### config.mk
export PLATFORM = sky130hd
export DESIGN_NAME = gpio_dir
export DESIGN_NICKNAME = d
export VERILOG_FILES = /design/src/verilog/gpio_dir_pkg.sv /design/src/verilog/port_cell.sv /design/src/verilog/gpio_dir.sv
export SDC_FILE = /design/constraint.sdc
export NUM_CORES = 1
export LEC_CHECK = 0
export CAP_MARGIN = 20
export CORE_ASPECT_RATIO = 1.1
export CORE_MARGIN = 5
export CORE_UTILIZATION = 58
export CTS_CLUSTER_SIZE = 24
export DETAILED_ROUTE_END_ITERATION = 10
export DONT_BUFFER_PORTS = 1
export GPL_ROUTABILITY_DRIVEN = 0
export MAX_ROUTING_LAYER = met4
export PLACE_DENSITY = 0.81
export SETUP_SLACK_MARGIN = 0.02
export SYNTH_ARGS = -nofsm -noshare
export SYNTH_HDL_FRONTEND = slang
export SYNTH_SLANG_ARGS = --single-unit
### constraint.sdc
create_clock -name CLK -period 7.94 [get_ports CLK]
set_input_delay 0.397 -clock CLK [delete_from_list [all_inputs] [get_ports CLK]]
set_output_delay 0.397 -clock CLK [all_outputs]
set_load 0.01 [all_outputs]
### src/verilog/gpio_dir_pkg.sv
/*
  constants for the general-purpose port block: register indexes, field positions,
  reset values and bus response codes.
  assumes a 32-bit axi4-lite register bus; byte address = 4 * register index.
*/
package gpio_dir_pkg;
  localparam int          NUM_PORTS      = 12;
  localparam int          NUM_BIT_PORTS  = 8;
  localparam int          NUM_GRP_PORTS  = 4;
  localparam int          PORT_W         = 4;
  // port order: zero_a, zero_b, zero_c, one_d, two_a, two_b, two_c, two_d, group a..d
  localparam logic [7:0]  IDX_DATA_FIRST = 8'h00;
  localparam logic [7:0]  IDX_DATA_LAST  = 8'h0B;
  localparam logic [7:0]  IDX_CTRL       = 8'h60;
  localparam logic [7:0]  IDX_GROUP_DIR  = 8'h67;
  localparam logic [7:0]  IDX_DIR_LAST   = 8'h68;
  localparam logic [7:0]  IDX_DIR_ZERO_A = 8'h6F;
  localparam int          CTRL_STOP_BIT  = 0;
  localparam logic [3:0]  DIR_RESET      = 4'h0;
  localparam logic [3:0]  DATA_RESET     = 4'h0;
  // port two_a bit 3 and port two_d bit 3 have no pin
  localparam logic [47:0] PIN_PRESENT    = 48'hFFFF_7FF7_FFFF;
  localparam logic [1:0]  RESP_OKAY      = 2'h0;
  localparam logic [1:0]  RESP_SLVERR    = 2'h2;
endpackage

### src/verilog/port_cell.sv
/*
  one four-pin port: input synchroniser with standby gating, output data latch,
  and output enable from the direction bits.
  assumes pin inputs are asynchronous; all other inputs are on clk.
*/
`timescale 1ns/100ps
module port_cell (
  // clock and reset
  input  wire logic       clk,
  input  wire logic       rst,
  // core side
  input  wire logic       wr_en,
  input  wire logic [3:0] wr_data,
  input  wire logic [3:0] dir,
  input  wire logic [3:0] present,
  input  wire logic       standby,
  output logic      [3:0] rd_data,
  // pins
  input  wire logic [3:0] pin_in,
  output logic      [3:0] pin_out,
  output logic      [3:0] pin_oe_n
);
  import gpio_dir_pkg::*;

  logic [3:0] sync1_ff;
  logic [3:0] sync2_ff;
  logic [3:0] out_ff;

  always_ff @(posedge clk or posedge rst) begin
    if (rst) begin
      sync1_ff <= 4'h0;
      sync2_ff <= 4'h0;
    end else begin
      sync1_ff <= pin_in;
      sync2_ff <= sync1_ff;
    end
  end

  // output latch keeps its value until the next port write
  always_ff @(posedge clk or posedge rst) begin
    if (rst) begin
      out_ff <= DATA_RESET;
    end else if (wr_en) begin
      out_ff <= wr_data;
    end
  end

  assign pin_out  = out_ff;
  assign pin_oe_n = ~(dir & present);
  // inputs are cut off while the clock is stopped
  assign rd_data  = sync2_ff & present & ~{4{standby}};
endmodule // port_cell

### src/verilog/gpio_dir.sv
/*
  general-purpose port block: direction registers, port data access and the
  clock-stop standby gate, reached over axi4-lite.
  assumes CE_RST, WDT_RST and WAKE are one-cycle pulses on CLK; pins are asynchronous.
*/
// Added by the designer: the AXI4-Lite interface to the registers.
`timescale 1ns/100ps
module gpio_dir #(
  parameter int ADDR_W = 12
) (
  // clock and reset
  input  wire logic                CLK,
  input  wire logic                RST,
  input  wire logic                WDT_RST,
  input  wire logic                CE_RST,
  input  wire logic                WAKE,
  // axi4-lite write address
  input  wire logic [ADDR_W-1:0]   AWADDR,
  input  wire logic                AWVALID,
  output logic                     AWREADY,
  // axi4-lite write data
  input  wire logic [31:0]         WDATA,
  input  wire logic [3:0]          WSTRB,
  input  wire logic                WVALID,
  output logic                     WREADY,
  // axi4-lite write response
  output logic [1:0]               BRESP,
  output logic                     BVALID,
  input  wire logic                BREADY,
  // axi4-lite read address
  input  wire logic [ADDR_W-1:0]   ARADDR,
  input  wire logic                ARVALID,
  output logic                     ARREADY,
  // axi4-lite read data
  output logic [31:0]              RDATA,
  output logic [1:0]               RRESP,
  output logic                     RVALID,
  input  wire logic                RREADY,
  // pins
  input  wire logic [47:0]         PIN_IN,
  output logic      [47:0]         PIN_OUT,
  output logic      [47:0]         PIN_OE_N,
  // status
  output logic                     STANDBY
);
  import gpio_dir_pkg::*;

  if (ADDR_W < 10) begin : g_addr_w_check
    $error("ADDR_W must reach index 6FH");
  end

  logic [ADDR_W-1:0] aw_addr_ff;
  logic              aw_held_ff;
  logic [3:0]        w_data_ff;
  logic              w_strb_ff;
  logic              w_held_ff;
  logic              bvalid_ff;
  logic [1:0]        bresp_ff;
  logic              rvalid_ff;
  logic [1:0]        rresp_ff;
  logic [31:0]       rdata_ff;
  logic [31:0]       bit_dir_ff;
  logic [3:0]        grp_dir_ff;
  logic              standby_ff;
  logic              do_write;
  logic [7:0]        wr_idx;
  logic [7:0]        rd_idx;
  logic [47:0]       dir_vec;
  logic [47:0]       in_vec;
  logic [NUM_PORTS-1:0] data_wr;

  // register index from a byte address
  function automatic logic [7:0] to_index(input logic [ADDR_W-1:0] a);
    return a[9:2];
  endfunction

  // bit-wise direction slot for an index, 8 when none
  function automatic logic [3:0] dir_slot(input logic [7:0] idx);
    logic [7:0] d;
    d = IDX_DIR_ZERO_A - idx;
    if (idx >= IDX_DIR_LAST && idx <= IDX_DIR_ZERO_A) return d[3:0];
    else return 4'h8;
  endfunction

  function automatic logic is_mapped(input logic [7:0] idx);
    return (idx <= IDX_DATA_LAST) || idx == IDX_CTRL || (idx >= IDX_GROUP_DIR && idx <= IDX_DIR_ZERO_A);
  endfunction

  // write channel
  assign AWREADY  = ~aw_held_ff & ~bvalid_ff;
  assign WREADY   = ~w_held_ff & ~bvalid_ff;
  assign do_write = aw_held_ff & w_held_ff & ~bvalid_ff;
  assign wr_idx   = to_index(aw_addr_ff);

  always_ff @(posedge CLK or posedge RST) begin
    if (RST) begin
      aw_held_ff <= 1'b0;
      aw_addr_ff <= '0;
    end else if (AWVALID && AWREADY) begin
      aw_held_ff <= 1'b1;
      aw_addr_ff <= AWADDR;
    end else if (do_write) begin
      aw_held_ff <= 1'b0;
    end
  end

  always_ff @(posedge CLK or posedge RST) begin
    if (RST) begin
      w_held_ff <= 1'b0;
      w_data_ff <= 4'h0;
      w_strb_ff <= 1'b0;
    end else if (WVALID && WREADY) begin
      w_held_ff <= 1'b1;
      w_data_ff <= WDATA[3:0];
      w_strb_ff <= WSTRB[0];
    end else if (do_write) begin
      w_held_ff <= 1'b0;
    end
  end

  always_ff @(posedge CLK or posedge RST) begin
    if (RST) begin
      bvalid_ff <= 1'b0;
      bresp_ff  <= RESP_OKAY;
    end else if (do_write) begin
      bvalid_ff <= 1'b1;
      bresp_ff  <= is_mapped(wr_idx) ? RESP_OKAY : RESP_SLVERR;
    end else if (BREADY) begin
      bvalid_ff <= 1'b0;
    end
  end

  assign BVALID = bvalid_ff;
  assign BRESP  = bresp_ff;

  // direction registers; watchdog_stack_reset wins over a write, CE reset leaves them alone
  always_ff @(posedge CLK or posedge RST) begin
    if (RST) begin
      bit_dir_ff <= {NUM_BIT_PORTS{DIR_RESET}};
      grp_dir_ff <= DIR_RESET;
    end else if (WDT_RST) begin
      bit_dir_ff <= {NUM_BIT_PORTS{DIR_RESET}};
      grp_dir_ff <= DIR_RESET;
    end else if (do_write && w_strb_ff) begin
      if (dir_slot(wr_idx) < 4'h8) begin
        bit_dir_ff[dir_slot(wr_idx)*4 +: 4] <= w_data_ff;
      end else if (wr_idx == IDX_GROUP_DIR) begin
        grp_dir_ff <= w_data_ff;
      end
    end
  end

  // clock-stop standby: a stop command wins over a wake in the same cycle
  always_ff @(posedge CLK or posedge RST) begin
    if (RST) begin
      standby_ff <= 1'b0;
    end else if (do_write && w_strb_ff && wr_idx == IDX_CTRL && w_data_ff[CTRL_STOP_BIT]) begin
      standby_ff <= 1'b1;
    end else if (WAKE || CE_RST || WDT_RST) begin
      standby_ff <= 1'b0;
    end
  end

  assign STANDBY = standby_ff;

  // direction per pin: bit-wise ports direct, group ports replicated
  always_comb begin
    dir_vec = '0;
    for (int k = 0; k < NUM_BIT_PORTS; k++) begin
      dir_vec[k*4 +: 4] = bit_dir_ff[k*4 +: 4];
    end
    for (int g = 0; g < NUM_GRP_PORTS; g++) begin
      dir_vec[(NUM_BIT_PORTS+g)*4 +: 4] = {4{grp_dir_ff[g]}};
    end
  end

  for (genvar p = 0; p < NUM_PORTS; p++) begin : g_port
    assign data_wr[p] = do_write && w_strb_ff && wr_idx == IDX_DATA_FIRST + 8'(p);
    port_cell u_cell (
      .clk      (CLK),
      .rst      (RST),
      .wr_en    (data_wr[p]),
      .wr_data  (w_data_ff),
      .dir      (dir_vec[p*4 +: 4]),
      .present  (PIN_PRESENT[p*4 +: 4]),
      .standby  (standby_ff),
      .rd_data  (in_vec[p*4 +: 4]),
      .pin_in   (PIN_IN[p*4 +: 4]),
      .pin_out  (PIN_OUT[p*4 +: 4]),
      .pin_oe_n (PIN_OE_N[p*4 +: 4])
    );
  end

  // read channel
  assign ARREADY = ~rvalid_ff;
  assign rd_idx  = to_index(ARADDR);

  always_ff @(posedge CLK or posedge RST) begin
    if (RST) begin
      rvalid_ff <= 1'b0;
      rresp_ff  <= RESP_OKAY;
      rdata_ff  <= 32'h0000_0000;
    end else if (ARVALID && ARREADY) begin
      rvalid_ff <= 1'b1;
      rresp_ff  <= is_mapped(rd_idx) ? RESP_OKAY : RESP_SLVERR;
      rdata_ff  <= 32'h0000_0000;
      if (rd_idx <= IDX_DATA_LAST) begin
        rdata_ff[3:0] <= in_vec[rd_idx[3:0]*4 +: 4];
      end else if (dir_slot(rd_idx) < 4'h8) begin
        rdata_ff[3:0] <= bit_dir_ff[dir_slot(rd_idx)*4 +: 4];
      end else if (rd_idx == IDX_GROUP_DIR) begin
        rdata_ff[3:0] <= grp_dir_ff;
      end else if (rd_idx == IDX_CTRL) begin
        rdata_ff[CTRL_STOP_BIT] <= standby_ff;
      end
    end else if (RREADY) begin
      rvalid_ff <= 1'b0;
    end
  end

  assign RVALID = rvalid_ff;
  assign RRESP  = rresp_ff;
  assign RDATA  = rdata_ff;
endmodule // gpio_dir

**Word level (Yosys, flattened, before mapping)**

Index checks and enable logic that the tools add are counted.

- Bitwise operators: 33
- Shift operators: 4
- Mux-type cells: 36
- Eq/ne operators: 16
- Add/subtract/negate cells: 3
- Reduce and logical (&&, ||, !) cells: 39
- Magnitude comparators: 10

Operators with widths:

| cell | count |
|---|---|
| two-way mux 32 bit | 3 |
| two-way mux 4 bit | 18 |
| indexed part select 48 x 7 -> 4 bit | 1 |
| inverter 4 bit | 11 |
| bitwise AND 4 bit | 10 |
| negator 6 -> 34 bit | 1 |
| variable shift 4 x 34 -> 32 bit, first input constant | 1 |
| indexed part select 4 x 34 -> 32 bit | 1 |
| bitwise mux 32 bit | 1 |
| == test 8 x 3 -> 1 bit, second input constant | 4 |
| == test 8 x 4 -> 1 bit, second input constant | 4 |
| == test 8 x 7 -> 1 bit, second input constant | 4 |
| greater-or-equal comparator 8 x 7 -> 1 bit, second input constant | 4 |
| indexed part select 32 x 7 -> 4 bit | 1 |
| logical AND 1 bit | 22 |
| == test 8 x 2 -> 1 bit, second input constant | 2 |
| <= comparator 8 x 4 -> 1 bit, second input constant | 2 |
| <= comparator 8 x 7 -> 1 bit, second input constant | 2 |
| nonzero test 2 bit | 8 |
| two-way mux 1 bit | 11 |
| bitwise AND 3 x 4 -> 4 bit | 2 |
| == test 8 x 1 -> 1 bit, second input constant | 1 |
| logical NOT 8 bit | 1 |
| less-than comparator 4 bit, second input constant | 2 |
| other kinds (10) | 24 |

- Logic and storage cells: 190
- Output and inout bits: 138
- Register bits after elaboration: 204
- Input bits: 118

**Depth between registers and ports, before layout**

- Depth in word-level cells: 15
- Mapped depth: 11
- Depth with buffers taken out: 10

**Hierarchy**

From an unflattened synthesis, not the netlist that was laid out.

- Cells, all modules: 703
- Area total of the unflattened synthesis: 8693.3 µm²

Modules (own cells, without submodules):

| module | cells each | seq. area each (µm²) | times used | area each (µm²) |
|---|---|---|---|---|
| port_cell | 25 | 300.3 | 12 | 399.1 |
| gpio_dir | 403 | 1501.4 | 1 | 3903.7 |

**Worst setup path after synthesis**

Ideal clock, no wire load.

- Path type: register -> register
- Start point: reg aw_addr_ff[5]
- End point: reg bit_dir_ff[24]
- Cell stages (with the launch flop): 12
- Path slack: 4.980 ns
- Data arrival time: 2.887 ns
- Data required time: 7.868 ns
- Library setup time: 0.072 ns
- Period minus slack after synthesis: 2.960 ns
- Path buffers: 1
- Cell sequence: dfrtp_1 -> or3b_4 -> or2_4 -> inv_1 -> buf_2 -> nand2_1 -> ha_1 -> nand2_1 -> or3_1 -> nor4_4 -> mux2_1 -> nor2_1

- Cells in the longest elaborated chain, start to end: 12
- Elaborated cells between the ends (all ways): 20
- Classes of those cells: add/sub: 2; order compare: 3; shift: 2; mux: 10; reduce/logical: 3

RTL lines:

| element | RTL line | text |
|---|---|---|
| start: declaration | gpio_dir.sv:52 | `logic [ADDR_W-1:0] aw_addr_ff;` |
| start signal: assignment | gpio_dir.sv:98 | `aw_addr_ff <= '0;` |
| start signal: assignment | gpio_dir.sv:101 | `aw_addr_ff <= AWADDR;` |
| greater-or-equal comparator 8 x 7 -> 1 bit / <= comparator 8 x 7 -> 1 bit (equally long branches) | gpio_dir.sv:81 | `if (idx >= IDX_DIR_LAST && idx <= IDX_DIR_ZERO_A) return d[3:0];` |
| logical AND 1 bit | gpio_dir.sv:81 |  |
| two-way mux 4 bit (*) | gpio_dir.sv:81 |  |
| two-way mux 4 bit | gpio_dir.sv:145 | `if (dir_slot(wr_idx) < 4'h8) begin` |
| two-way mux 4 bit | gpio_dir.sv:144 | `end else if (do_write && w_strb_ff) begin` |
| two-way mux 4 bit | gpio_dir.sv:141 | `end else if (WDT_RST) begin` |
| negator 6 -> 34 bit | gpio_dir.sv:146 | `bit_dir_ff[dir_slot(wr_idx)*4 +: 4] <= w_data_ff;` |
| indexed part select 4 x 34 -> 32 bit / variable shift 4 x 34 -> 32 bit (equally long branches) | gpio_dir.sv:146 |  |
| bitwise mux 32 bit | gpio_dir.sv:146 |  |
| two-way mux 32 bit | gpio_dir.sv:145 |  |
| two-way mux 32 bit | gpio_dir.sv:144 |  |
| two-way mux 32 bit | gpio_dir.sv:141 |  |
| end signal: assignment | gpio_dir.sv:139 | `bit_dir_ff <= {NUM_BIT_PORTS{DIR_RESET}};` |
| end signal: assignment | gpio_dir.sv:142 | `bit_dir_ff <= {NUM_BIT_PORTS{DIR_RESET}};` |
| end signal: indexed assignment | gpio_dir.sv:146 |  |
| end: declaration | gpio_dir.sv:62 | `logic [31:0] bit_dir_ff;` |

Every way passes the cells marked *; elsewhere a longest branch is shown, timed or not. The select of a mux whose other input is x is not followed.
A chain may end at the register's enable or synchronous reset.

**Worst setup path in the final report**

- Start point: reg aw_addr_ff[5]
- End point: reg bit_dir_ff[0]

The elaborated chain is that of the path after synthesis.

==> results_dict.tcl <==
set metrics [dict create \
    status "finished, final reports clean" \
    path_cells "or3b_4 > or2_4 > inv_1 > nand2_1 > ha_1 > nor4_1 > nand2_1 > nand2_1 > a21oi_1" \
    grt_pass1_wl_um 29500 \
    relSlewSlack 0.301 \
    ys_warn_count 0 \
    hold_slack_ns 0.0289 \
    max_cap_violations 0 \
    place_ws_ns 4.58 \
    grt_usage 0.243 \
    fp.dieW_um 124 \
    io_buffer_count 0 \
    setup_viol 0 \
    final_max_slew_viol_count 0 \
    end_kind "flip-flop" \
    drtIter0Drc 461 \
    seq_area_frac_synth 0.604 \
    drtPass1Iterations 5 \
    yosysTopAreaCell "dfrtp_1" \
    critPathKind "reg2reg" \
    antenna_cells 0 \
    mostFrequentLayoutCells "dfrtp_1 (200), mux2_2 (53), dlygate4sd3_1 (47), nor2_1 (39)" \
    final_area_sq_um 9260 \
    drc_errors 0 \
    worstMarginPinSlew_ns 1.04 \
    gr-total-overflow 0 \
    wl_per_cell_um 21.6 \
    cts_root_buf "clkbuf_16" \
    max_freq_mhz 285 \
    crit_top_cell "nand2_1" \
    p_per_area_nw_per_um2 268 \
    start_util 0.596 \
    postCtsSetupBuffers 0 \
    startpoint_type "flip-flop" \
    peakVddDrop_v 0.000201 \
    numCtsBuffers 17 \
    antenna_found_initial 0 \
    finalCritPeriodShare 0.442 \
    slowest_delay_ns 0.91 \
    p_leak_nw 4.20 \
    synthFlopType "dfrtp_1" \
    clk_pin_slew_ns 0.07 \
    synth_edf_count 0 \
    hpwl_um 13100 \
    min_path_type "in2reg" \
    die_h_um 135 \
    insertion_delay_ns 0.43 \
    finalPower_mw 2.48 \
    drt_wl_total_um 19000 \
    clockBufferDepth 2 \
    period_minus_slack_ns 3.51 \
    syn_to_final_growth_pct 11.7 \
    grt_start_max_net_pins 112 \
    worstPathRequired_ns 8.25 \
    synth_top_area_frac 0.604 \
    yosys-top-cells-area "dfrtp_1 (60%), mux2_2 (7.2%), mux2i_1 (4.2%)" \
    arrival_ns 3.82 \
    vias 5071 \
    rsz0062_at_grt "false" \
    ant_nets 0 \
    async_flop_share 1.00 \
    netlist_area_sq_um 8290 \
    rows 45 \
    fin_setup_tns_ns 0 \
    route.detailed.vias_per_inst 5.78 \
    cp_slowest_cell "nor4_1" \
    syn_inst 654 \
    layout.nets 798 \
    core_area_sq_um 13900 \
    fin_skew_ns 0.00789 \
    synth.avg_cell_area_sq_um 12.7 \
    cp_max_fo 13 \
    ys_types 64 \
    setup_slack_ns 4.43 \
    cts.sinks 200 \
    finalHoldViolCount 0 \
    final_common_cell "dfrtp_1" \
    grt_pass1_vias 5276 \
    path_buf_inv 1 \
    dieArea_sq_um 16800 \
    ys_ff_latch 200 \
    cts_tree "done" \
    h-tree-depth 4 \
    drive_gt1_frac 0.162 \
    placed_area_sq_um 8190 \
    ios 256 \
    cp_top_family "simple AND/OR/NAND/NOR gates" \
]
metal layers:
layer | part of all wire | global-route usage
met5 | 0 | -
met3 | 0.11 | 0.104
met2 | 0.50 | 0.371
met1 | 0.38 | 0.294
met4 | 0.018 | 0.0816
sequential cells by signal, summed over array words and instances, names as in the netlist:
name                    count
g_port.u_cell.pin_out      48
g_port.u_cell.sync1_ff     46
g_port.u_cell.sync2_ff     46
bit_dir_ff                 32
aw_addr_ff                  8
RDATA                       4
grp_dir_ff                  4
w_data_ff                   4
BRESP                       1
BVALID                      1
RRESP                       1
RVALID                      1
STANDBY                     1
aw_held_ff                  1
w_held_ff                   1
w_strb_ff                   1
synthesized netlist by cell type (3+ instances only):
master and n:
a2111oi_0 3, a211o_1 3, a211oi_1 4, a21oi_1 17, a221oi_1 5, a31oi_1 3, buf_2 6, buf_4 46
clkbuf_1 20, dfrtp_1 200, inv_1 39, mux2_1 8, mux2_2 53, mux2_4 4, mux2i_1 35, mux4_2 8
nand2_1 38, nand2b_1 10, nand3_1 18, nand3b_1 4, nand4_1 13, nor2_1 39, nor2b_1 11, nor3_1 6
nor4_4 3, o21ai_0 3
kinds of logic after synthesis:
family          share of synthesized area
fa+ha+maj                         0.00302
compound gates                     0.0489
other cells                      0.000906
mux                                 0.154
xor+xnor                          0.00211
simple gates                        0.113
flops                               0.604
buf+inv                            0.0742
what timing repair did:
action | in CTS | in global routing
endpoints found under the setup margin | 0 | 0
resized for setup | 0 | 0
hold buffers | 47 | 0
endpoints found under the hold margin | 156 | 0
worst paths after layout:
check | depth (start not counted) | slack (ns) | to | start
max | 9 | 4.43 | bit_dir_ff[0]$_DFFE_PP0P_ | aw_addr_ff[5]$_DFFE_PP0P_
min | 1 | 0.03 | bit_dir_ff[23]$_DFFE_PP0P_ | WDT_RST
max reg2reg | 9 | 4.43 | bit_dir_ff[0]$_DFFE_PP0P_ | aw_addr_ff[5]$_DFFE_PP0P_
min reg2reg | 0 | 0.34 | g_port[6].u_cell.sync2_ff[3]$_DFF_PP0_ | g_port[6].u_cell.sync1_ff[3]$_DFF_PP0_
max in group asynchronous | 4 | 6.20 | bit_dir_ff[2]$_DFFE_PP0P_ | RST
min in group asynchronous | 2 | 0.62 | g_port[3].u_cell.sync1_ff[3]$_DFF_PP0_ | RST
report_power, final:
part / switching [mW] / internal, mW
Combinational: 0.167 / 0.149
Sequential: 0.205 / 1.12
Clock: 0.389 / 0.452
through the flow:
stage	instances	utilization
6_report	878	0.666
5_1_grt	878	0.666
4_1_cts	877	0.664
3_5_place_dp	799	0.589
3_3_place_gp	799	0.589
2_1_floorplan	684	-
area by class of cell:
cell class,count,area [sq um]
clock buffers,19,443
clock inverters,12,133
fillers,1010,4640
inverters,40,158
multi-input cells,370,2790
flip-flops and latches,200,5000
well taps,188,235
repair buffers,49,505
Note: power is estimated with default switching activity, not from simulation.
